--- config.mk ---
export PLATFORM = sky130hd
export DESIGN_NAME = bfr_core
export DESIGN_NICKNAME = d
export VERILOG_FILES = /design/src/rtl/bfr_pkg.sv /design/src/rtl/bfr_core.sv
export SDC_FILE = /design/constraint.sdc
export NUM_CORES = 1
export LEC_CHECK = 0
export ABC_AREA = 1
export BUFFER_PORTS_ARGS = -buffer_cell sky130_fd_sc_hd__buf_2
export CAP_MARGIN = 30
export CORE_UTILIZATION = 34
export DETAILED_ROUTE_END_ITERATION = 7
export GPL_ROUTABILITY_DRIVEN = 0
export PLACE_DENSITY = 0.51
export SKIP_LAST_GASP = 1
export SLEW_MARGIN = 5
export SYNTH_ARGS = -nofsm -noshare
export SYNTH_HDL_FRONTEND = slang
export SYNTH_SLANG_ARGS = --single-unit
--- constraint.sdc ---
create_clock -name i_clk -period 5.35 [get_ports i_clk]
set_clock_uncertainty 0.15 [all_clocks]
set_input_delay 1.07 -clock i_clk [delete_from_list [all_inputs] [get_ports i_clk]]
set_output_delay 1.07 -clock i_clk [all_outputs]
set_load 0.02 [all_outputs]
--- src/rtl/bfr_pkg.sv ---
// Purpose: shared constants and types for the bridge fault reporting block
// Assumes: 20 MHz system clock
// Notes: timing counts are derived from the printed times and the clock rate
package bfr_pkg;
    localparam int CLK_HZ = 20000000;
    // bridge pwm period: 20 us plus code times 1.6 us, kept in ns
    localparam int PERIOD_BASE_NS = 20000;
    localparam int PERIOD_STEP_NS = 1600;
    localparam int PERIOD_BASE_CYC = PERIOD_BASE_NS / 50;
    localparam int PERIOD_STEP_CYC = PERIOD_STEP_NS / 50;
    // blanking step of 400 ns per code unit
    localparam int BLANK_STEP_NS = 400;
    localparam int BLANK_STEP_CYC = BLANK_STEP_NS / 50;
    localparam int DIAG_COMMON_BIT = 15;
    localparam int SER_BITS = 16;
    localparam logic [1:0] BURST_TWO = 2'h2;
    localparam logic [1:0] BURST_THREE = 2'h3;
    localparam logic [2:0] BURST_FOUR = 3'h4;

    typedef enum logic [1:0] {
        BFR_MODE_DIRECT = 2'h0,
        BFR_MODE_INDIRECT = 2'h1,
        BFR_MODE_SPEED = 2'h2,
        BFR_MODE_CURRENT = 2'h3
    } bfr_mode_e;

    typedef enum logic [3:0] {
        BFR_ST_IDLE = 4'h1,
        BFR_ST_FIRST = 4'h2,
        BFR_ST_LOW = 4'h4,
        BFR_ST_GAP = 4'h8
    } bfr_state_e;

    // raw fault conditions from the detectors
    typedef struct packed {
        logic warn_temp;
        logic over_temp;
        logic lost_sync;
        logic short_fault;
        logic undervolt;
        logic serial_err;
    } bfr_faults_s;
endpackage

--- src/rtl/bfr_core.sv ---
// Purpose: bridge fault response, fault pin reporting and bridge pwm timing
// Assumes: all inputs synchronous to i_clk; detectors deliver level conditions
// Notes: fault pin is open drain, modelled as output value plus enable
module bfr_core
    import bfr_pkg::*;
#(
    parameter int PERIOD_W = 5,
    parameter int BLANK_W = 4,
    parameter int CNT_W = 12
) (
    input wire logic i_clk, // system clock, 20 MHz
    input wire logic i_sys_rst, // power-on reset, async, high
    input wire bfr_mode_e i_mode, // control mode
    input wire logic [PERIOD_W-1:0] i_period_code, // bridge pwm period code
    input wire logic [BLANK_W-1:0] i_blank_code, // blanking code
    input wire logic i_stop_on_fault_enable, // gates off on faults when set
    input wire logic i_pwm_in, // control pwm input level
    input wire logic i_pwm_zero, // pwm input measured at 0% duty
    input wire logic i_drive_start, // bridge enters drive configuration
    input wire logic i_ilim_cmp, // raw current limit comparator
    input wire logic [5:0] i_ds_short, // raw drain-source monitor per transistor
    input wire bfr_faults_s i_faults, // other fault conditions
    input wire logic i_serial_strobe_n, // serial strobe, low during frame
    input wire logic i_serial_clk_rise, // one pulse per serial clock rising edge
    input wire logic i_serial_is_read, // current frame reads diagnostics
    input wire logic [5:0] i_gate_req, // gate drives from commutation
    output logic o_fault_out_n, // fault pin output value (always 0)
    output logic o_fault_oe, // fault pin drive enable, high pulls low
    output logic [5:0] o_gate, // gate drives after fault action
    output logic o_bridge_period_tick, // start of each fixed bridge pwm period
    output logic o_off_time_done, // current limit off-time elapsed
    output logic o_ilim_trip, // blanked current limit trip
    output logic o_blanking, // blanking interval active
    output logic [DIAG_COMMON_BIT:0] o_diag, // latched diagnostic word
    output logic o_diag_first_bit, // first serial bit, the common flag
    output logic o_write_ok // serial write accepted (one cycle)
);
    // diagnostic bit positions of this block
    localparam int D_SERR = 0;
    localparam int D_UV = 1;
    localparam int D_WT = 2;
    localparam int D_OT = 3;
    localparam int D_SYNC = 4;
    localparam int D_SHORT = 5;

    // time in cycles for a period code, also used for the off-time
    function automatic logic [CNT_W-1:0] period_cycles(input logic [PERIOD_W-1:0] code);
        period_cycles = CNT_W'(PERIOD_BASE_CYC + int'(code) * PERIOD_STEP_CYC);
    endfunction

    logic indirect;
    logic fixed_mode;
    assign indirect = (i_mode != BFR_MODE_DIRECT);
    assign fixed_mode = (i_mode == BFR_MODE_INDIRECT) || (i_mode == BFR_MODE_SPEED);

    // fixed bridge pwm period counter
    logic [CNT_W-1:0] per_cnt;
    always_ff @(posedge i_clk or posedge i_sys_rst) begin
        if (i_sys_rst) begin
            per_cnt <= '0;
        end else if (per_cnt >= period_cycles(i_period_code) - CNT_W'(1)) begin
            per_cnt <= '0;
        end else begin
            per_cnt <= per_cnt + CNT_W'(1);
        end
    end
    assign o_bridge_period_tick = fixed_mode && (per_cnt == '0);

    // off-time counter starts on a trip only while idle; length is the period in every mode here
    logic [CNT_W-1:0] off_cnt;
    logic off_run;
    always_ff @(posedge i_clk or posedge i_sys_rst) begin
        if (i_sys_rst) begin
            off_cnt <= '0;
            off_run <= 1'b0;
        end else if (o_ilim_trip && !off_run) begin
            off_cnt <= period_cycles(i_period_code) - CNT_W'(1);
            off_run <= 1'b1;
        end else if (off_run) begin
            if (off_cnt == '0) begin
                off_run <= 1'b0;
            end else begin
                off_cnt <= off_cnt - CNT_W'(1);
            end
        end
    end
    assign o_off_time_done = off_run && (off_cnt == '0);

    // blanking counter, one step per 400 ns derived from the clock
    logic [BLANK_W+3:0] blank_cnt;
    always_ff @(posedge i_clk or posedge i_sys_rst) begin
        if (i_sys_rst) begin
            blank_cnt <= '0;
        end else if (i_drive_start) begin
            blank_cnt <= (BLANK_W+4)'(int'(i_blank_code) * BLANK_STEP_CYC);
        end else if (blank_cnt != '0) begin
            blank_cnt <= blank_cnt - (BLANK_W+4)'(1);
        end
    end
    assign o_blanking = (blank_cnt != '0);
    assign o_ilim_trip = i_ilim_cmp && !o_blanking && !i_drive_start;
    // short monitors share the blanking so edges are not mistaken for shorts
    logic [5:0] ds_valid;
    assign ds_valid = (o_blanking || i_drive_start) ? 6'h00 : i_ds_short;
    logic short_now;
    assign short_now = |ds_valid;

    // pwm period boundaries from rising edges of the control input
    logic pwm_d;
    logic pwm_edge;
    always_ff @(posedge i_clk or posedge i_sys_rst) begin
        if (i_sys_rst) begin
            pwm_d <= 1'b1; // idle line is pulled high, so no false edge after reset
        end else begin
            pwm_d <= i_pwm_in;
        end
    end
    assign pwm_edge = i_pwm_in && !pwm_d;

    // serial frame checking and diagnostic read reset
    logic [4:0] sclk_cnt;
    logic strobe_d;
    logic frame_end;
    logic frame_good;
    logic diag_clear;
    logic frame_err;
    always_ff @(posedge i_clk or posedge i_sys_rst) begin
        if (i_sys_rst) begin
            strobe_d <= 1'b1;
            sclk_cnt <= '0;
        end else begin
            strobe_d <= i_serial_strobe_n;
            if (i_serial_strobe_n) begin
                sclk_cnt <= '0;
            end else if (i_serial_clk_rise && sclk_cnt != 5'h1f) begin
                sclk_cnt <= sclk_cnt + 5'h01;
            end
        end
    end
    assign frame_end = i_serial_strobe_n && !strobe_d;
    assign frame_good = frame_end && (sclk_cnt == 5'(SER_BITS));
    assign frame_err = frame_end && (sclk_cnt != 5'(SER_BITS));
    assign diag_clear = frame_good && i_serial_is_read;
    assign o_write_ok = frame_good && !i_serial_is_read;

    // latched diagnostics; a new fault beats a clear in the same cycle
    logic [5:0] raw_bits;
    logic [5:0] diag_bits;
    assign raw_bits = {short_now, i_faults.lost_sync, i_faults.over_temp, i_faults.warn_temp,
                       i_faults.undervolt, i_faults.serial_err | frame_err};
    always_ff @(posedge i_clk or posedge i_sys_rst) begin
        if (i_sys_rst) begin
            diag_bits <= '0;
        end else if (diag_clear) begin
            diag_bits <= raw_bits;
        end else begin
            diag_bits <= diag_bits | raw_bits;
        end
    end
    always_comb begin
        o_diag = '0;
        o_diag[5:0] = diag_bits;
        o_diag[DIAG_COMMON_BIT] = |diag_bits;
    end
    assign o_diag_first_bit = o_diag[DIAG_COMMON_BIT];

    // short shutdown latch under stop-on-fault
    logic short_latch;
    always_ff @(posedge i_clk or posedge i_sys_rst) begin
        if (i_sys_rst) begin
            short_latch <= 1'b0;
        end else if (short_now && i_stop_on_fault_enable) begin
            short_latch <= 1'b1;
        end else if (i_pwm_zero || frame_good) begin
            short_latch <= 1'b0;
        end
    end

    // gate action: all off for undervoltage, lost sync or stop-on-fault faults
    logic all_off;
    logic [5:0] single_off;
    always_ff @(posedge i_clk or posedge i_sys_rst) begin
        if (i_sys_rst) begin
            single_off <= '0;
        end else if (i_pwm_zero || frame_good) begin
            single_off <= ds_valid;
        end else begin
            single_off <= single_off | ds_valid;
        end
    end
    assign all_off = i_faults.undervolt
        || (i_stop_on_fault_enable && (short_now || short_latch || i_faults.lost_sync
            || i_faults.over_temp))
        || i_faults.lost_sync;
    always_ff @(posedge i_clk or posedge i_sys_rst) begin
        if (i_sys_rst) begin
            o_gate <= '0;
        end else if (all_off) begin
            o_gate <= '0;
        end else if (!i_stop_on_fault_enable) begin
            o_gate <= i_gate_req & ~single_off;
        end else begin
            o_gate <= i_gate_req;
        end
    end

    // fault pin decision: steady low or burst group and repeat
    logic steady_low;
    logic [2:0] burst_len;
    logic burst_rep;
    logic burst_req;
    always_comb begin
        steady_low = 1'b0;
        burst_len = 3'h0;
        burst_rep = 1'b0;
        if (!indirect) begin
            steady_low = (|raw_bits[5:1]) || short_latch || (|single_off);
        end else begin
            steady_low = i_faults.undervolt
                || (i_stop_on_fault_enable && i_faults.over_temp);
            if (short_now || short_latch || (|single_off)) begin
                burst_len = {1'b0, BURST_TWO};
                burst_rep = i_stop_on_fault_enable;
            end else if (i_faults.lost_sync) begin
                burst_len = {1'b0, BURST_THREE};
                burst_rep = 1'b1;
            end else if (i_faults.over_temp) begin
                burst_len = BURST_FOUR;
                burst_rep = 1'b1;
            end else if (i_faults.warn_temp && i_stop_on_fault_enable) begin
                burst_len = BURST_FOUR;
            end
        end
    end
    assign burst_req = (burst_len != 3'h0) && !steady_low;

    // burst sequencer counted in pwm input periods
    bfr_state_e state;
    logic [2:0] per_left;
    logic [2:0] cur_len;
    logic fired;
    always_ff @(posedge i_clk or posedge i_sys_rst) begin
        if (i_sys_rst) begin
            state <= BFR_ST_IDLE;
            per_left <= '0;
            cur_len <= '0;
            fired <= 1'b0;
        end else begin
            unique case (state)
                BFR_ST_IDLE: begin
                    if (!burst_req) begin
                        fired <= 1'b0;
                    end else if (burst_rep || !fired) begin
                        state <= BFR_ST_FIRST;
                        cur_len <= burst_len;
                        fired <= 1'b1;
                    end
                end
                BFR_ST_FIRST: begin
                    if (pwm_edge) begin
                        state <= BFR_ST_LOW;
                        per_left <= cur_len;
                    end
                end
                BFR_ST_LOW: begin
                    if (pwm_edge) begin
                        if (per_left == 3'h1) begin
                            state <= burst_rep ? BFR_ST_GAP : BFR_ST_IDLE;
                            per_left <= cur_len;
                        end else begin
                            per_left <= per_left - 3'h1;
                        end
                    end
                end
                BFR_ST_GAP: begin
                    if (!burst_req) begin
                        state <= BFR_ST_IDLE;
                    end else if (pwm_edge) begin
                        if (per_left == 3'h1) begin
                            // a repeat starts on a period edge, so there is no partial period
                            state <= BFR_ST_LOW;
                            per_left <= burst_len;
                            cur_len <= burst_len;
                        end else begin
                            per_left <= per_left - 3'h1;
                        end
                    end
                end
            endcase
        end
    end

    // pin low only when reported; bursts release it so pwm keeps control
    always_ff @(posedge i_clk or posedge i_sys_rst) begin
        if (i_sys_rst) begin
            o_fault_oe <= 1'b0;
        end else begin
            o_fault_oe <= steady_low
                || (burst_req && state == BFR_ST_IDLE && (burst_rep || !fired))
                || (state == BFR_ST_FIRST) || (state == BFR_ST_LOW);
        end
    end
    assign o_fault_out_n = 1'b0;
endmodule

## Yosys cells after proc, flatten, opt, wreduce, memory -nomap -nowiden

Cells that the tools add are included.

- Input bits: 39
- Output and inout bits: 30
- Logic and storage cells: 167
- Register bits: 71

- Add/sub/neg operators: 7
- Muxes and demuxes: 53
- Reduce and logical (&&, ||, !) cells: 63
- Equality and inequality tests: 22
- Bitwise operators: 5
- Order comparisons: 1

Operators by type and width:

| cell | number |
|---|---|
| $mux 12 | 4 |
| $mux 3 | 16 |
| $mux 4 | 9 |
| $mux 6 | 5 |
| $logic_not 12->1 | 2 |
| $logic_and 1x1->1 | 19 |
| $ne 2x2->1 const B | 9 |
| $reduce_or 6->1 | 3 |
| $logic_or 1x1->1 | 16 |
| $mux 8 | 2 |
| $pmux 4 s4 | 1 |
| $add 12x1->12 const B | 1 |
| $ge 12x12->1 | 1 |
| $mux 1 | 12 |
| $or 6x6->6 | 2 |
| $reduce_bool 2->1 | 6 |
| $sub 11x1->12 const B | 1 |
| $sub 12x1->12 const B | 1 |
| $add 9x10->11 const A | 1 |
| $mux 5 | 2 |
| $ne 5x5->1 const B | 2 |
| $reduce_or 10->1 | 1 |
| $pmux 3 s3 | 1 |
| $logic_not 1->1 | 8 |
| 23 further kinds | 26 |

## Logic depth before layout (Yosys ltp)

- Depth in word-level cells: 15
- Mapped depth: 17
- Depth with buffers taken out: 17

## Worst setup path before layout

Ideal clock, no wire load.

- Path kind: in2out
- Start point: input i_mode[0]
- End point: output o_bridge_period_tick
- Arrival: 2080 ps
- Stages: 4
- Required time: 4130 ps
- Setup slack: 2050 ps
- Buffers on the path: 0
- Path through: inv_1 ha_1 nand2_1 nor4_1

- Longest elaborated chain between the ends: 3
- Elaborated cells on any way between the ends: 4
- Classes of those cells: eq/ne: 2; reduce/logical: 2

RTL lines:

| what | line | text |
|---|---|---|
| start, declared | bfr_core.sv:13 | `input wire bfr_mode_e i_mode,` |
| $eq 2x1->1 / $eq 2x2->1 (equally long branches) | bfr_core.sv:54 | `assign fixed_mode = (i_mode == BFR_MODE_INDIRECT) \|\| (i_mode == BFR_MODE_SPEED);` |
| $logic_or 1x1->1 (*) | bfr_core.sv:54 |  |
| $logic_and 1x1->1 (*) | bfr_core.sv:67 | `assign o_bridge_period_tick = fixed_mode && (per_cnt == '0);` |
| end, declared | bfr_core.sv:30 | `output logic o_bridge_period_tick,` |

Mark *: on every way between the ends. The rest lies on a longest branch, timed or not.

## Worst setup path in the final report

- Start point: register off_cnt[0]
- End point: output o_off_time_done

- Longest elaborated chain between the ends: 2

RTL lines:

| what | line | text |
|---|---|---|
| start, declared | bfr_core.sv:70 | `logic [CNT_W-1:0] off_cnt;` |
| start signal, assigned | bfr_core.sv:77 | `off_cnt <= period_cycles(i_period_code) - CNT_W'(1);` |
| start signal, assigned | bfr_core.sv:83 | `off_cnt <= off_cnt - CNT_W'(1);` |
| $logic_not 12->1 | bfr_core.sv:87 | `assign o_off_time_done = off_run && (off_cnt == '0);` |
| $logic_and 1x1->1 | bfr_core.sv:87 |  |
| end, declared | bfr_core.sv:31 | `output logic o_off_time_done,` |

No other way between the ends.

==> reports/metrics.csv <==
metric;value;unit
rows;39;
maxSlewViolCount;0;
initial_core_util;35.14;%
worstHoldPathCells;1;
reg2reg_depth;17;
synth_ff_type;dfrtp_1;
slowest_delay;370;ps
post_cts.repair.setup_buffers;0;
finalCriticalPeriod;3416;ps
cp_num_buf_inv;5;
slew_headroom;48.28;%
maxCapViolations;0;
worstPathArrival;2200;ps
crit_chain;inv_1 -> ha_1 -> inv_1 -> nor2_1 -> inv_1 -> nor2_1 -> inv_1 -> nor2_1 -> nand2_1 -> nor3_2 -> nand2_1 -> nor2_1 -> buf_2;
worstSetupEndpointType;output port;
numCtsBuffers;9;
fmax;292.7;MHz
fin_crit_sh;63.85;%
grt_use_total;15.12;%
cts_root_buffer;clkbuf_16;
critPathTopFamily;simple AND/OR/NAND/NOR gates;
whs;309.8;ps
clk_latency;340;ps
first_global_vias;3283;
async_flop_share;100.0;%
clk_path_buf_depth;2;
die_x;110.9;um
nFillCells;1162;
r2r-end;off_cnt[4];
synth_top_area_cell;dfrtp_1;
setup_viol;0;
synth_cell_types;39;
hold_viol;0;
tritoncts;yes;
hp-start;per_cnt[0];
coreArea;11470;sq um
vdd_drop_max;225.1;uV
diodes;0;
regArea;1780;sq um
grt_max_degree;38;
syn_area_per_cell;8.012;sq um
cts_max_level;3;
ys_seq_area_share;44.18;%
dpl.hpwl;6573;um
synth-seq-cells;71;
synth.top_cell.area_share;42.22;%
crit_required;4130;ps
io_pins;69;
synth-edff-count;0;
gr-total-overflow;0;
grt_pass1_wl;14860;um
final_nets;624;
antenna_left;0;
rsz0062_at_grt;false;
die_y;110.9;um
detail_route.wl_per_cell;12.11;um
reg2reg_from;off_cnt[0];
portBuffers;57;
cts_resized;0;
dieArea;12290;sq um
multi_input_area;1851;sq um
status;finished, final reports clean;
path_clk_slew;60;ps
drt-initial-drc-count;114;
synth_most_common_cell;inv_1;
worst-path-max-fanout;3;
antenna_found_initial;0;
critPathSlowestCell;dfrtp_1;
drtPass1Iterations;5;
r2r_setup_slack;2870;ps
routed_via_density;4.766;
hold_buffers;0;
crit_type;reg -> out;
p_leak;2.391;nW
syn_inst;503;
cts_sinks;71;
worst_pin_slew;774.6;ps
hold_end;per_cnt[0];
syn_to_final_growth;17.67;%
synth_area;4030;sq um
yosys_warnings;0;
cellPowerDensity;392.7;nW/um^2
finalSetupTns;0;ps
remaining_drc_errors;0;
layout-drive-gt1-share;17.83;%
wl;8659;um
synth.top_cells.by_area;dfrtp_1, inv_1, nand2_1;
vias;3408;
yosys-top-cells-count;inv_1, nand2_1, dfrtp_1;
start_kind;flop;
min_path_type;reg -> reg;
## cell type report
class                      count  area share, %
inverter                      89          7.045
sequential                    71          37.55
clock buffer                   9          4.749
clock inverter                 7          1.530
multi-input combinational    337          39.02
timing repair buffer          59          6.332
tap                          143          3.773
## report_power, final
group          internal [mW]  switching (mW)
logic                  0.202           0.353
registers              0.638          0.0699
clock network          0.361           0.238
## layout by cell type (no fill, tap or decap), types with 9 or more instances in the layout
cell type,synthesis,routed
inv_1,89,88
nand2_1,71,71
dfrtp_1,68,68
nor2_1,67,67
buf_2,1,57
o21ai_0,39,39
nand3_1,30,30
ha_1,18,18
a21oi_1,15,15
nor3_1,11,11
nand2_2,10,10
conb_1,1,10
o211ai_1,9,9
nand4_1,9,9
clkbuf_16,0,9
## through the flow
| step | setup WS [ps] | cell area [sq um] | utilization (%) | cells | power, mW |
|---|---|---|---|---|---|
| floorplan | 2050 | 4064 | - | 512 | 1.145 |
| global placement | 2233 | 4444 | 38.76 | 699 | 1.264 |
| detailed placement | 2225 | 4444 | 38.76 | 699 | 1.273 |
| CTS | 1894 | 4742 | 41.35 | 715 | 1.887 |
| global route | 1723 | 4742 | 41.35 | 715 | 2.011 |
| finish | 1934 | 4742 | 41.35 | 715 | 1.862 |
## worst max path at each step
stage / start / slack [ps] / end / cells past startpoint
floorplan: i_mode[0] / 2050 / o_bridge_period_tick / 4
global placement: i_mode[0] / 2230 / o_bridge_period_tick / 6
detailed placement: i_mode[0] / 2220 / o_bridge_period_tick / 6
CTS: off_cnt[0] / 1890 / o_off_time_done / 13
global route: off_cnt[0] / 1720 / o_off_time_done / 13
finish: off_cnt[0] / 1930 / o_off_time_done / 13
## state kept, by name, summed over array words and instances (netlist names), 3 cells and up
name        count
cur_len         3
per_left        3
sclk_cnt        5
state           4
single_off      6
blank_cnt       8
o_gate          6
off_cnt        12
diag_bits       6
per_cnt        12
## per-layer routing
layer	GRT usage, %	vias to the layer above	wire length [um]
li1	-	1742	-
met1	19.62	1588	4126
met2	23.31	69	3921
met3	5.139	9	455
met4	5.511	0	155
met5	0	-	0
## kinds of logic (layout without fill, tap and decap cells)
family | after synthesis | count (layout) | synth area share [%]
other cells | 1 | 10 | 0.09305
fa+ha+maj | 18 | 18 | 5.588
xor+xnor | 12 | 12 | 2.608
compound gates | 84 | 84 | 12.54
flops | 71 | 71 | 44.18
simple gates | 213 | 213 | 24.25
buf+inv | 104 | 164 | 10.74
(Power assumes the default switching activity.)
